[src/irq_wake_pkg.sv]
// Shared constants for the pending-request clear and stop wake-up block.
// Assumes a 32-bit AXI4-Lite register bus that carries full byte addresses.
package irq_wake_pkg;

    // ------------------------------------------------------------------
    // Register byte addresses
    // ------------------------------------------------------------------
    localparam logic [31:0] ADDR_PENDING_CLEAR = 32'hFFFF_E060;
    localparam logic [31:0] ADDR_CFG_A         = 32'hFFFF_EE10;
    localparam logic [31:0] ADDR_CFG_B         = 32'hFFFF_EE14;
    localparam logic [31:0] ADDR_STATUS        = 32'hFFFF_EF00;
    localparam logic [31:0] ADDR_MASK          = 32'hFFFF_EF04;
    localparam logic [31:0] ADDR_PENDING_LO    = 32'hFFFF_EF08;
    localparam logic [31:0] ADDR_PENDING_HI    = 32'hFFFF_EF0C;

    // ------------------------------------------------------------------
    // Field layout
    // ------------------------------------------------------------------
    localparam int PIN_COUNT          = 4;
    localparam int SOURCE_COUNT       = 64;
    localparam int CLEAR_FIELD_WIDTH  = 6;
    localparam int LANE_WIDTH         = 8;
    localparam int SENSE_LSB          = 4;
    localparam int ENABLE_BIT         = 0;

    // ------------------------------------------------------------------
    // Sensitivity codes
    // ------------------------------------------------------------------
    localparam logic [1:0] SENSE_LOW_LEVEL    = 2'h0;
    localparam logic [1:0] SENSE_HIGH_LEVEL   = 2'h1;
    localparam logic [1:0] SENSE_FALLING_EDGE = 2'h2;
    localparam logic [1:0] SENSE_RISING_EDGE  = 2'h3;

    // ------------------------------------------------------------------
    // Reset values and writable bits
    // ------------------------------------------------------------------
    localparam logic [31:0] CFG_A_RESET    = 32'h2020_2020;
    localparam logic [31:0] CFG_A_WRITABLE = 32'h3131_3131;
    localparam logic [31:0] CFG_B_RESET    = 32'h0000_0000;
    localparam logic [3:0]  MASK_RESET     = 4'h0;

    // ------------------------------------------------------------------
    // Bus responses and register selection
    // ------------------------------------------------------------------
    localparam logic [1:0] RESP_OKAY   = 2'h0;
    localparam logic [1:0] RESP_SLVERR = 2'h2;

    typedef enum {
        SEL_CLEAR,
        SEL_CFG_A,
        SEL_CFG_B,
        SEL_STATUS,
        SEL_MASK,
        SEL_PENDING_LO,
        SEL_PENDING_HI,
        SEL_NONE
    } reg_sel_t;

endpackage : irq_wake_pkg

[src/wake_detect.sv]
// One external pin's stop wake-up detector with registered output.
// Assumes the pin is already synchronous to i_clock.
`timescale 1ns/1ns
module wake_detect
    import irq_wake_pkg::*;
(
    input  wire logic       i_clock,
    input  wire logic       i_rst_n,
    input  wire logic       i_pin,
    input  wire logic [1:0] i_sense,
    input  wire logic       i_enable,
    output logic            o_wake
);

    logic prev_pin;
    logic hit;

    // ------------------------------------------------------------------
    // Condition selection
    // ------------------------------------------------------------------
    always_comb
    begin
        case (i_sense)
            SENSE_LOW_LEVEL:    hit = !i_pin;
            SENSE_HIGH_LEVEL:   hit = i_pin;
            SENSE_FALLING_EDGE: hit = prev_pin && !i_pin;
            SENSE_RISING_EDGE:  hit = !prev_pin && i_pin;
            default:            hit = 1'b0;
        endcase
    end

    // The previous sample resets low so a pin held low at reset is no falling edge.
    always_ff @(posedge i_clock or negedge i_rst_n)
    begin
        if (!i_rst_n)
            prev_pin <= 1'b0;
        else
            prev_pin <= i_pin;
    end

    always_ff @(posedge i_clock or negedge i_rst_n)
    begin
        if (!i_rst_n)
            o_wake <= 1'b0;
        else
            o_wake <= i_enable && hit;
    end
endmodule : wake_detect

[src/irq_clear_and_stop_wakeup.sv]
// Pending-request clear register and stop wake-up configuration, AXI4-Lite slave.
// Assumes synchronous source request pulses and synchronous external pins.
//
// The AXI4-Lite interface to the registers was chosen for this implementation.
`timescale 1ns/1ns

// Functional notes
// - Clear field write clears named pending source.
// - Two-bit sense selects level or edge.
// - Per-pin enable gates stop wake-up signal.
// - Pin n sits in byte lane n.
// - Reset: falling edge sense, enables zero.
module irq_clear_and_stop_wakeup
    import irq_wake_pkg::*;
(
    input  wire logic                    i_clock,
    input  wire logic                    i_resetn,
    input  wire logic                    i_awvalid,
    output logic                         o_awready,
    input  wire logic [31:0]             i_awaddr,
    input  wire logic                    i_wvalid,
    output logic                         o_wready,
    input  wire logic [31:0]             i_wdata,
    input  wire logic [3:0]              i_wstrb,
    output logic                         o_bvalid,
    input  wire logic                    i_bready,
    output logic [1:0]                   o_bresp,
    input  wire logic                    i_arvalid,
    output logic                         o_arready,
    input  wire logic [31:0]             i_araddr,
    output logic                         o_rvalid,
    input  wire logic                    i_rready,
    output logic [31:0]                  o_rdata,
    output logic [1:0]                   o_rresp,
    input  wire logic [SOURCE_COUNT-1:0] i_source_request,
    output logic [SOURCE_COUNT-1:0]      o_pending_request,
    input  wire logic [PIN_COUNT-1:0]    i_ext_irq_pin,
    output logic                         o_stop_wakeup,
    output logic                         o_irq
);

    // ------------------------------------------------------------------
    // Reset release
    // ------------------------------------------------------------------
    logic rst_meta_n;
    logic rst_n;

    always_ff @(posedge i_clock or negedge i_resetn)
    begin
        if (!i_resetn)
            {rst_n, rst_meta_n} <= 2'h0;
        else
            {rst_n, rst_meta_n} <= {rst_meta_n, 1'b1};
    end

    function automatic reg_sel_t reg_decode(input logic [31:0] addr);
        case (addr)
            ADDR_PENDING_CLEAR: return SEL_CLEAR;
            ADDR_CFG_A:         return SEL_CFG_A;
            ADDR_CFG_B:         return SEL_CFG_B;
            ADDR_STATUS:        return SEL_STATUS;
            ADDR_MASK:          return SEL_MASK;
            ADDR_PENDING_LO:    return SEL_PENDING_LO;
            ADDR_PENDING_HI:    return SEL_PENDING_HI;
            default:            return SEL_NONE;
        endcase
    endfunction : reg_decode

    // ------------------------------------------------------------------
    // Write channel
    // ------------------------------------------------------------------
    logic        aw_held;
    logic        w_held;
    logic [31:0] aw_addr;
    logic [31:0] w_data;
    logic [3:0]  w_strb;
    logic        write_fire;
    logic        next_aw_held;
    logic        next_w_held;
    reg_sel_t    write_sel;
    assign write_fire   = aw_held && w_held && !o_bvalid;
    assign next_aw_held = write_fire ? 1'b0 : (aw_held || (i_awvalid && o_awready));
    assign next_w_held  = write_fire ? 1'b0 : (w_held || (i_wvalid && o_wready));
    assign write_sel    = reg_decode(aw_addr);

    always_ff @(posedge i_clock or negedge rst_n)
    begin
        if (!rst_n)
        begin
            aw_held   <= 1'b0;
            w_held    <= 1'b0;
            o_awready <= 1'b0;
            o_wready  <= 1'b0;
            aw_addr   <= 32'h0000_0000;
            w_data    <= 32'h0000_0000;
            w_strb    <= 4'h0;
        end
        else
        begin
            aw_held   <= next_aw_held;
            w_held    <= next_w_held;
            o_awready <= !next_aw_held;
            o_wready  <= !next_w_held;
            if (i_awvalid && o_awready)
                aw_addr <= i_awaddr;
            if (i_wvalid && o_wready)
            begin
                w_data <= i_wdata;
                w_strb <= i_wstrb;
            end
        end
    end

    always_ff @(posedge i_clock or negedge rst_n)
    begin
        if (!rst_n)
        begin
            o_bvalid <= 1'b0;
            o_bresp  <= RESP_OKAY;
        end
        else if (write_fire)
        begin
            o_bvalid <= 1'b1;
            o_bresp  <= (write_sel == SEL_NONE) ? RESP_SLVERR : RESP_OKAY;
        end
        else if (i_bready)
            o_bvalid <= 1'b0;
    end

    // ------------------------------------------------------------------
    // Configuration registers
    // ------------------------------------------------------------------
    logic [31:0] cfg_a;
    logic [31:0] cfg_b;
    logic [3:0]  mask;

    // Byte strobes let software touch one pin's lane without disturbing the others.
    always_ff @(posedge i_clock or negedge rst_n)
    begin
        if (!rst_n)
        begin
            cfg_a <= CFG_A_RESET;
            cfg_b <= CFG_B_RESET;
            mask  <= MASK_RESET;
        end
        else if (write_fire)
        begin
            for (int lane = 0; lane < 4; lane++)
            begin
                if (w_strb[lane] && write_sel == SEL_CFG_A)
                    cfg_a[lane*8 +: 8] <= w_data[lane*8 +: 8] & CFG_A_WRITABLE[lane*8 +: 8];
                if (w_strb[lane] && write_sel == SEL_CFG_B)
                    cfg_b[lane*8 +: 8] <= w_data[lane*8 +: 8];
            end
            if (w_strb[0] && write_sel == SEL_MASK)
                mask <= w_data[PIN_COUNT-1:0];
        end
    end

    // ------------------------------------------------------------------
    // Pending requests
    // ------------------------------------------------------------------
    logic                         clear_fire;
    logic [CLEAR_FIELD_WIDTH-1:0] clear_index;
    logic [SOURCE_COUNT-1:0]      clear_onehot;
    assign clear_fire   = write_fire && write_sel == SEL_CLEAR && w_strb[0];
    assign clear_index  = w_data[CLEAR_FIELD_WIDTH-1:0];
    assign clear_onehot = clear_fire ? (SOURCE_COUNT'(1) << clear_index) : '0;

    // A request arriving in the cycle of its clear stays pending.
    always_ff @(posedge i_clock or negedge rst_n)
    begin
        if (!rst_n)
            o_pending_request <= '0;
        else
            o_pending_request <= (o_pending_request & ~clear_onehot) | i_source_request;
    end

    // ------------------------------------------------------------------
    // Wake-up detection
    // ------------------------------------------------------------------
    logic [PIN_COUNT-1:0] wake_hits;
    generate
        for (genvar pin = 0; pin < PIN_COUNT; pin++)
        begin : g_pin
            wake_detect u_detect (
                .i_clock  (i_clock),
                .i_rst_n  (rst_n),
                .i_pin    (i_ext_irq_pin[pin]),
                .i_sense  (cfg_a[pin*LANE_WIDTH+SENSE_LSB +: 2]),
                .i_enable (cfg_a[pin*LANE_WIDTH+ENABLE_BIT]),
                .o_wake   (wake_hits[pin])
            );
        end
    endgenerate

    always_ff @(posedge i_clock or negedge rst_n)
    begin
        if (!rst_n)
            o_stop_wakeup <= 1'b0;
        else
            o_stop_wakeup <= |wake_hits;
    end

    // ------------------------------------------------------------------
    // Read channel and interrupt status
    // ------------------------------------------------------------------
    logic                 read_take;
    logic                 next_rvalid;
    logic [PIN_COUNT-1:0] status;
    reg_sel_t             read_sel;
    assign read_take   = i_arvalid && o_arready;
    assign next_rvalid = read_take || (o_rvalid && !i_rready);
    assign read_sel    = reg_decode(i_araddr);

    always_ff @(posedge i_clock or negedge rst_n)
    begin
        if (!rst_n)
        begin
            o_rvalid  <= 1'b0;
            o_arready <= 1'b0;
            o_rdata   <= 32'h0000_0000;
            o_rresp   <= RESP_OKAY;
        end
        else
        begin
            o_rvalid  <= next_rvalid;
            o_arready <= !next_rvalid;
            if (read_take)
            begin
                o_rresp <= (read_sel == SEL_NONE) ? RESP_SLVERR : RESP_OKAY;
                case (read_sel)
                    SEL_CFG_A:      o_rdata <= cfg_a;
                    SEL_CFG_B:      o_rdata <= cfg_b;
                    SEL_STATUS:     o_rdata <= {28'h0000000, status};
                    SEL_MASK:       o_rdata <= {28'h0000000, mask};
                    SEL_PENDING_LO: o_rdata <= o_pending_request[31:0];
                    SEL_PENDING_HI: o_rdata <= o_pending_request[63:32];
                    default:        o_rdata <= 32'h0000_0000;
                endcase
            end
        end
    end

    // Reading status clears it, but a wake-up in that same cycle is kept.
    always_ff @(posedge i_clock or negedge rst_n)
    begin
        if (!rst_n)
            status <= '0;
        else if (read_take && read_sel == SEL_STATUS)
            status <= wake_hits;
        else
            status <= status | wake_hits;
    end

    // The interrupt lags the status bit by one cycle to keep the output registered.
    always_ff @(posedge i_clock or negedge rst_n)
    begin
        if (!rst_n)
            o_irq <= 1'b0;
        else
            o_irq <= |(status & mask);
    end
endmodule : irq_clear_and_stop_wakeup

[config.mk]
export PLATFORM = sky130hd
export DESIGN_NAME = irq_clear_and_stop_wakeup
export DESIGN_NICKNAME = d
export VERILOG_FILES = /design/src/irq_wake_pkg.sv /design/src/wake_detect.sv /design/src/irq_clear_and_stop_wakeup.sv
export SDC_FILE = /design/constraint.sdc
export NUM_CORES = 1
export LEC_CHECK = 0
export BUFFER_PORTS_ARGS = -buffer_cell sky130_fd_sc_hd__buf_4
export CAP_MARGIN = 20
export CORE_MARGIN = 2
export CORE_UTILIZATION = 40
export DETAILED_ROUTE_END_ITERATION = 10
export PLACE_DENSITY = 0.64
export SETUP_SLACK_MARGIN = 0.1
export SLEW_MARGIN = 15
export SYNTH_ARGS = -nofsm -noshare
export SYNTH_HDL_FRONTEND = slang
export SYNTH_HIERARCHICAL = 1
export SYNTH_SLANG_ARGS = --single-unit
export TNS_END_PERCENT = 20
[constraint.sdc]
create_clock -name i_clock -period 9.7 [get_ports i_clock]
set_clock_uncertainty 0.15 [all_clocks]
set_input_delay 0.97 -clock i_clock [delete_from_list [all_inputs] [get_ports i_clock]]
set_output_delay 0.97 -clock i_clock [all_outputs]
set_load 0.02 [all_outputs]
Yosys cells after proc, flatten, opt, wreduce, memory -nomap -nowiden --
Index checks and enable logic that the tools add are counted.
Storage, ports and cells: register bits 239, logic and storage cells 158
Cells by class: equality and inequality tests 38, shift operators 1, bitwise logic cells 5, reductions and logical operators 63, mux-type cells 15
Operator list (number):
- $eq 32x32->1 const B | 14
- $pmux 32 s6 | 1
- $and 64x64->64 | 1
- $eq 32x4->1 const B | 2
- $mux 64 | 1
- $not 64->64 | 1
- $or 64x64->64 | 1
- $shl 1x6->64 const A | 1
- $pmux 3 s7 | 2
- $eq 32x2->1 const B | 1
- $eq 32x3->1 const B | 1
- $logic_not 32->1 | 1
- $logic_and 1x1->1 | 30
- $reduce_and 2->1 | 9
- $eq 2x2->1 const B | 8
- $pmux 1 s4 | 4
- $logic_not 1->1 | 13
- $eq 3x3->1 const B | 4
- $eq 3x2->1 const B | 3
- $eq 2x1->1 const B | 4
- $logic_not 2->1 | 4
- $reduce_or 4->1 | 2
- $and 4x4->4 | 1
- $mux 1 | 4
- 6 further kinds | 9

Longest topological paths before layout --
word-level depth 9, mapped depth 6, mapped depth without buffers 4

Hierarchy --
Netlist, hierarchy kept.
By module, submodules not included:
- irq_clear_and_stop_wakeup | seq. area each 5735.5 µm², area an instance 10231.1 µm², times used 1, cells each 878
- wake_detect | seq. area each 50.0 µm², area an instance 77.6 µm², times used 4, cells each 7

Worst setup path before layout --
OpenSTA, ideal clock, no wires.
path kind input to register, start point input i_araddr[5], end point register o_rdata[12], arrival 2.545 ns, buffers on the path 1, stages on the path 5, setup slack 6.939 ns, required time 9.484 ns, path through or4b_2 -> a211oi_1 -> and3_1 -> clkbuf_1 -> a22o_1
Between the ends: longest elaborated chain between the ends 4, elaborated cells on any way between the ends 15, those cells by class 13 x eq/ne; 2 x mux
RTL lines:
- from (decl) | RTL line irq_clear_and_stop_wakeup.sv:30 | input wire logic [31:0] i_araddr,
- $eq 32x32->1 | RTL line irq_clear_and_stop_wakeup.sv:57 | case (addr)
- $pmux 3 s7 * | RTL line irq_clear_and_stop_wakeup.sv:57
- $eq 3x3->1, or another cell as far along | RTL line irq_clear_and_stop_wakeup.sv:232 | case (read_sel)
- $pmux 32 s6 * | RTL line irq_clear_and_stop_wakeup.sv:232
- to (signal assigned) | RTL line irq_clear_and_stop_wakeup.sv:233 | SEL_CFG_A: o_rdata <= cfg_a;
- to (signal assigned) | RTL line irq_clear_and_stop_wakeup.sv:234 | SEL_CFG_B: o_rdata <= cfg_b;
- to (signal assigned) | RTL line irq_clear_and_stop_wakeup.sv:235 | SEL_STATUS: o_rdata <= {28'h0000000, status};
- to (decl) | RTL line irq_clear_and_stop_wakeup.sv:33 | output logic [31:0] o_rdata,
Every way passes the cells marked *; elsewhere a longest branch is shown, timed or not. A chain may end at the register's enable or synchronous reset.

Worst setup path after layout --
start point register aw_addr[7], end point register o_pending_request[60]
Between the ends: longest elaborated chain between the ends 9, elaborated cells on any way between the ends 15, those cells by class 7 x eq/ne; 2 x mux; 3 x bitwise; 3 x reduce/logical
RTL lines:
- from (decl) | RTL line irq_clear_and_stop_wakeup.sv:74 | logic [31:0] aw_addr;
- from (signal assigned) | RTL line irq_clear_and_stop_wakeup.sv:105 | aw_addr <= i_awaddr;
- $eq 32x32->1 | RTL line irq_clear_and_stop_wakeup.sv:57
- $pmux 3 s7 * | RTL line irq_clear_and_stop_wakeup.sv:57
- $logic_not 32->1 * | RTL line irq_clear_and_stop_wakeup.sv:166 | assign clear_fire = write_fire && write_sel == SEL_CLEAR && w_strb[0];
- $logic_and 1x1->1 * (2 in series) | RTL line irq_clear_and_stop_wakeup.sv:166
- $mux 64 * | RTL line irq_clear_and_stop_wakeup.sv:168 | assign clear_onehot = clear_fire ? (SOURCE_COUNT'(1) << clear_index) : '0;
- $not 64->64 * | RTL line irq_clear_and_stop_wakeup.sv:176 | o_pending_request <= (o_pending_request & ~clear_onehot) | i_source_request;
- $and 64x64->64 * | RTL line irq_clear_and_stop_wakeup.sv:176
- $or 64x64->64 * | RTL line irq_clear_and_stop_wakeup.sv:176
- to (signal assigned) | RTL line irq_clear_and_stop_wakeup.sv:176
- to (decl) | RTL line irq_clear_and_stop_wakeup.sv:36 | output logic [SOURCE_COUNT-1:0] o_pending_request,
Marks and branches as above.

==> results.md <==
- Root Buffer: clkbuf_16
- Peak supply drop: 0.164 mV
- Syn Area/Cell: 11.6 um^2
- Clk network pwr share: 36.2%
- Critical path, cell by cell: nor3b_1 -> nand4_1 -> nor4_4 -> a21oi_1
- Worst-path fanout max: 9
- Fmax achieved: 326 MHz
- Fin crit share: 31.6%
- Combinational share of power: 18.0%
- TritonCTS clock tree: built
- Ys flop type: dfrtp_1
- Part of the power in registers: 45.9%
- Finished Cell Area: 13800 um^2
- Unrepaired setup endpoints after global routing: false
- Post-Syn Area: 10500 um^2
- Total core area: 26000 um^2
- WL final: 30700 um
- Setup CP Type: reg -> reg
- Initial antenna violation count: 0
- Fin nets: 1351
- Most frequent cells in the layout: buf_4 (286), dfrtp_1 (232), nor2_1 (134)
- Placer Congestion: 0.838
- Slowest stage delay, CP: 1.00 ns
- Final TNS setup: 0 ns
- Initial Util: 40.6%
- Overall die height: 166 um
- Cells after Synth: 906
- Clock buffer depth: 3
- Final setup fails: 0
- CP Capture Type: flop
- Sequential area share after synthesis: 56.3%
- Clk sinks: 237
- Port Buf Inserts: 279
- Routed Antenna Nets: 0
- IO Pins: 282
- Setup Fix Bufs, Post-CTS: 0
- H-tree depth: 1
- Path type of the worst min-delay path: reg -> async
- Placed cell areas: 12900 um^2
- PnR worst setup slack: 6.63 ns
- Per-cell routed wire length: 20.1 um
- Vias/cell: 5.33
- Critical path required time: 9.91 ns
- Max-Cap Viols: 0
- Minimum clock period: 3.07 ns
- Die Area: 27700 um^2
- Clock-pin transition on the worst setup and hold timing paths: 0.06 ns
- Post-synth EDFFs: 0
- Max Slew Vio Count: 0
- Ys Warns: 6
- Drt drc: 0
- P_leak: 6.16 nW
- Initial DRC count: 542
- Commonest non-fill, non-tap cell in the layout: buf_4
- Antenna fix cells: 0
- Die width: 166 um
- Post_cts resized: 0
- DRT Pass-1 Iters: 5
- Clock Latency Late Sink: 0.52 ns
- Crit-path slowest cell: nor4_4
- Vias in the first global route: 8153
- Synth Register Bits: 237
- CTS Hold Buffers Added: 0
- Internal Power: 2.01 mW
- Pre-CTS setup slack: 6.11 ns
- WP data arrival: 3.28 ns
- Share of post-route cells with drive strength above 1: 40.7%
- DP Wirelength: 22400 um
- First-pass GRT wire length: 47400 um
- Status: completed
- Switching share of power: 28.0%
- Yosys cell types: 49
- Share of flip-flops with an asynchronous set or reset: 100%
- CP startpoint: aw_addr[7]
- Final Hold Viols: 0
- Reg-to-Reg Start: aw_addr[7]
- Total Routing Usage GR: 21.7%
- Vias: 8161
- Core Rows: 59
- GRT overflow: 0
- Layout area overhead: 31.1%
- Power Density: 202 nW/um^2
- Total CTS buffers: 26
- Setup crit start kind: flop
- NetSw: 0.781 mW
- Max-slew headroom: 34.4%
- Tightest Pin Transition: 0.979 ns
- Largest net degree at the start of global routing: 76
registers in the layout, indices dropped and copies added, names as in the netlist, 4 cells and up:
| register | flops |
|---|---|
| cfg_a | 12 |
| w_data | 32 |
| cfg_b | 32 |
| mask | 4 |
| aw_addr | 32 |
| o_pending_request | 64 |
| o_rdata | 32 |
| w_strb | 4 |
| g_pin.u_detect/prev_pin | 4 |
| status | 4 |
| g_pin.u_detect/o_wake | 4 |
power groups by stage:
stage	registers, mW	logic [mW]	clock network, mW
finish	1.28	0.500	1.01
global route	1.30	0.548	1.07
CTS	1.28	0.505	1.03
detailed placement	1.30	0.505	0
global placement	1.29	0.492	0
floorplan	1.26	0.340	0
kinds of logic after synthesis:
logic type,after synthesis,synth area share [%]
AND/OR/NAND/NOR,288,15.8
AO/OA/AOI/OAI,163,8.88
multiplexers,161,16.8
other,2,0.0712
flip-flops,237,56.3
buffers and inverters,55,2.15
metal layers:
| layer | vias up | GRT usage, % | part of all wire (%) |
|---|---|---|---|
| li1 | 3803 | - | - |
| met1 | 4017 | 28.6 | 41 |
| met2 | 296 | 35.7 | 48 |
| met3 | 45 | 5.60 | 7.8 |
| met4 | 0 | 6.26 | 2.7 |
| met5 | - | 0 | 0 |
critical path, delay by kind of cell (launching register included):
| kind | cells | cell delay (ns) |
|---|---|---|
| AO/OA/AOI/OAI | 1 | 0.14 |
| flip-flops | 1 | 0.37 |
| AND/OR/NAND/NOR | 3 | 2.23 |
cells in the mapped netlist (all sizes together), types with 2 or more instances:
cell type / number / area share (%)
a21o: 4 / 0.28
a21oi: 71 / 3.4
a22o: 11 / 0.91
a22oi: 2 / 0.14
a31oi: 18 / 1.1
and2: 3 / 0.18
buf: 11 / 0.58
clkbuf: 34 / 1.2
conb: 2 / 0.071
dfrtp: 233 / 55
dfstp: 4 / 1.0
inv: 10 / 0.36
mux2: 131 / 14
mux2i: 30 / 2.8
nand2: 35 / 1.2
nand3: 15 / 0.71
nand3b: 5 / 0.36
nand4: 17 / 1.1
nand4b: 2 / 0.17
nor2: 134 / 4.8
nor2b: 8 / 0.47
nor3: 8 / 0.38
nor3b: 20 / 1.4
nor4: 20 / 3.3
nor4b: 2 / 0.17
nor4bb: 5 / 0.47
o21a: 4 / 0.28
o21ai: 35 / 1.7
o22ai: 14 / 0.83
or3: 3 / 0.18
or3b: 2 / 0.17
or4: 2 / 0.14
or4bb: 2 / 0.21
final timing paths:
kind,to,slack [ns],depth (start not counted)
min,o_pending_request[26],0.07,0
max reg2reg,o_pending_request[60],6.63,4
min reg2reg,o_pending_request[26],0.07,0
min in group i_clock,rst_n,0.20,0
max in group asynchronous,o_pending_request[2],8.05,1
max,o_pending_request[60],6.63,4
cell type report:
class / instances / area [um^2]
Fill cell: 2333 / 12200
Sequential cell: 237 / 5940
Multi-Input combinational cell: 615 / 4390
Timing Repair Buffer: 286 / 2150
Clock buffer: 40 / 795
Tap cell: 335 / 419
Clock inverter: 8 / 95.1
Inverter: 10 / 37.5
through the flow:
step	instances	hold slack [ns]	power, mW	util, %
6_report	1531	0.0745	2.79	53.2
5_1_grt	1531	0.0558	2.92	53.2
4_1_cts	1531	0.0534	2.81	53.2
3_5_place_dp	1483	0.0919	1.80	49.8
3_3_place_gp	1483	0.0862	1.78	49.8
2_1_floorplan	907	0.181	1.60	-
(Power assumes the default switching activity.)
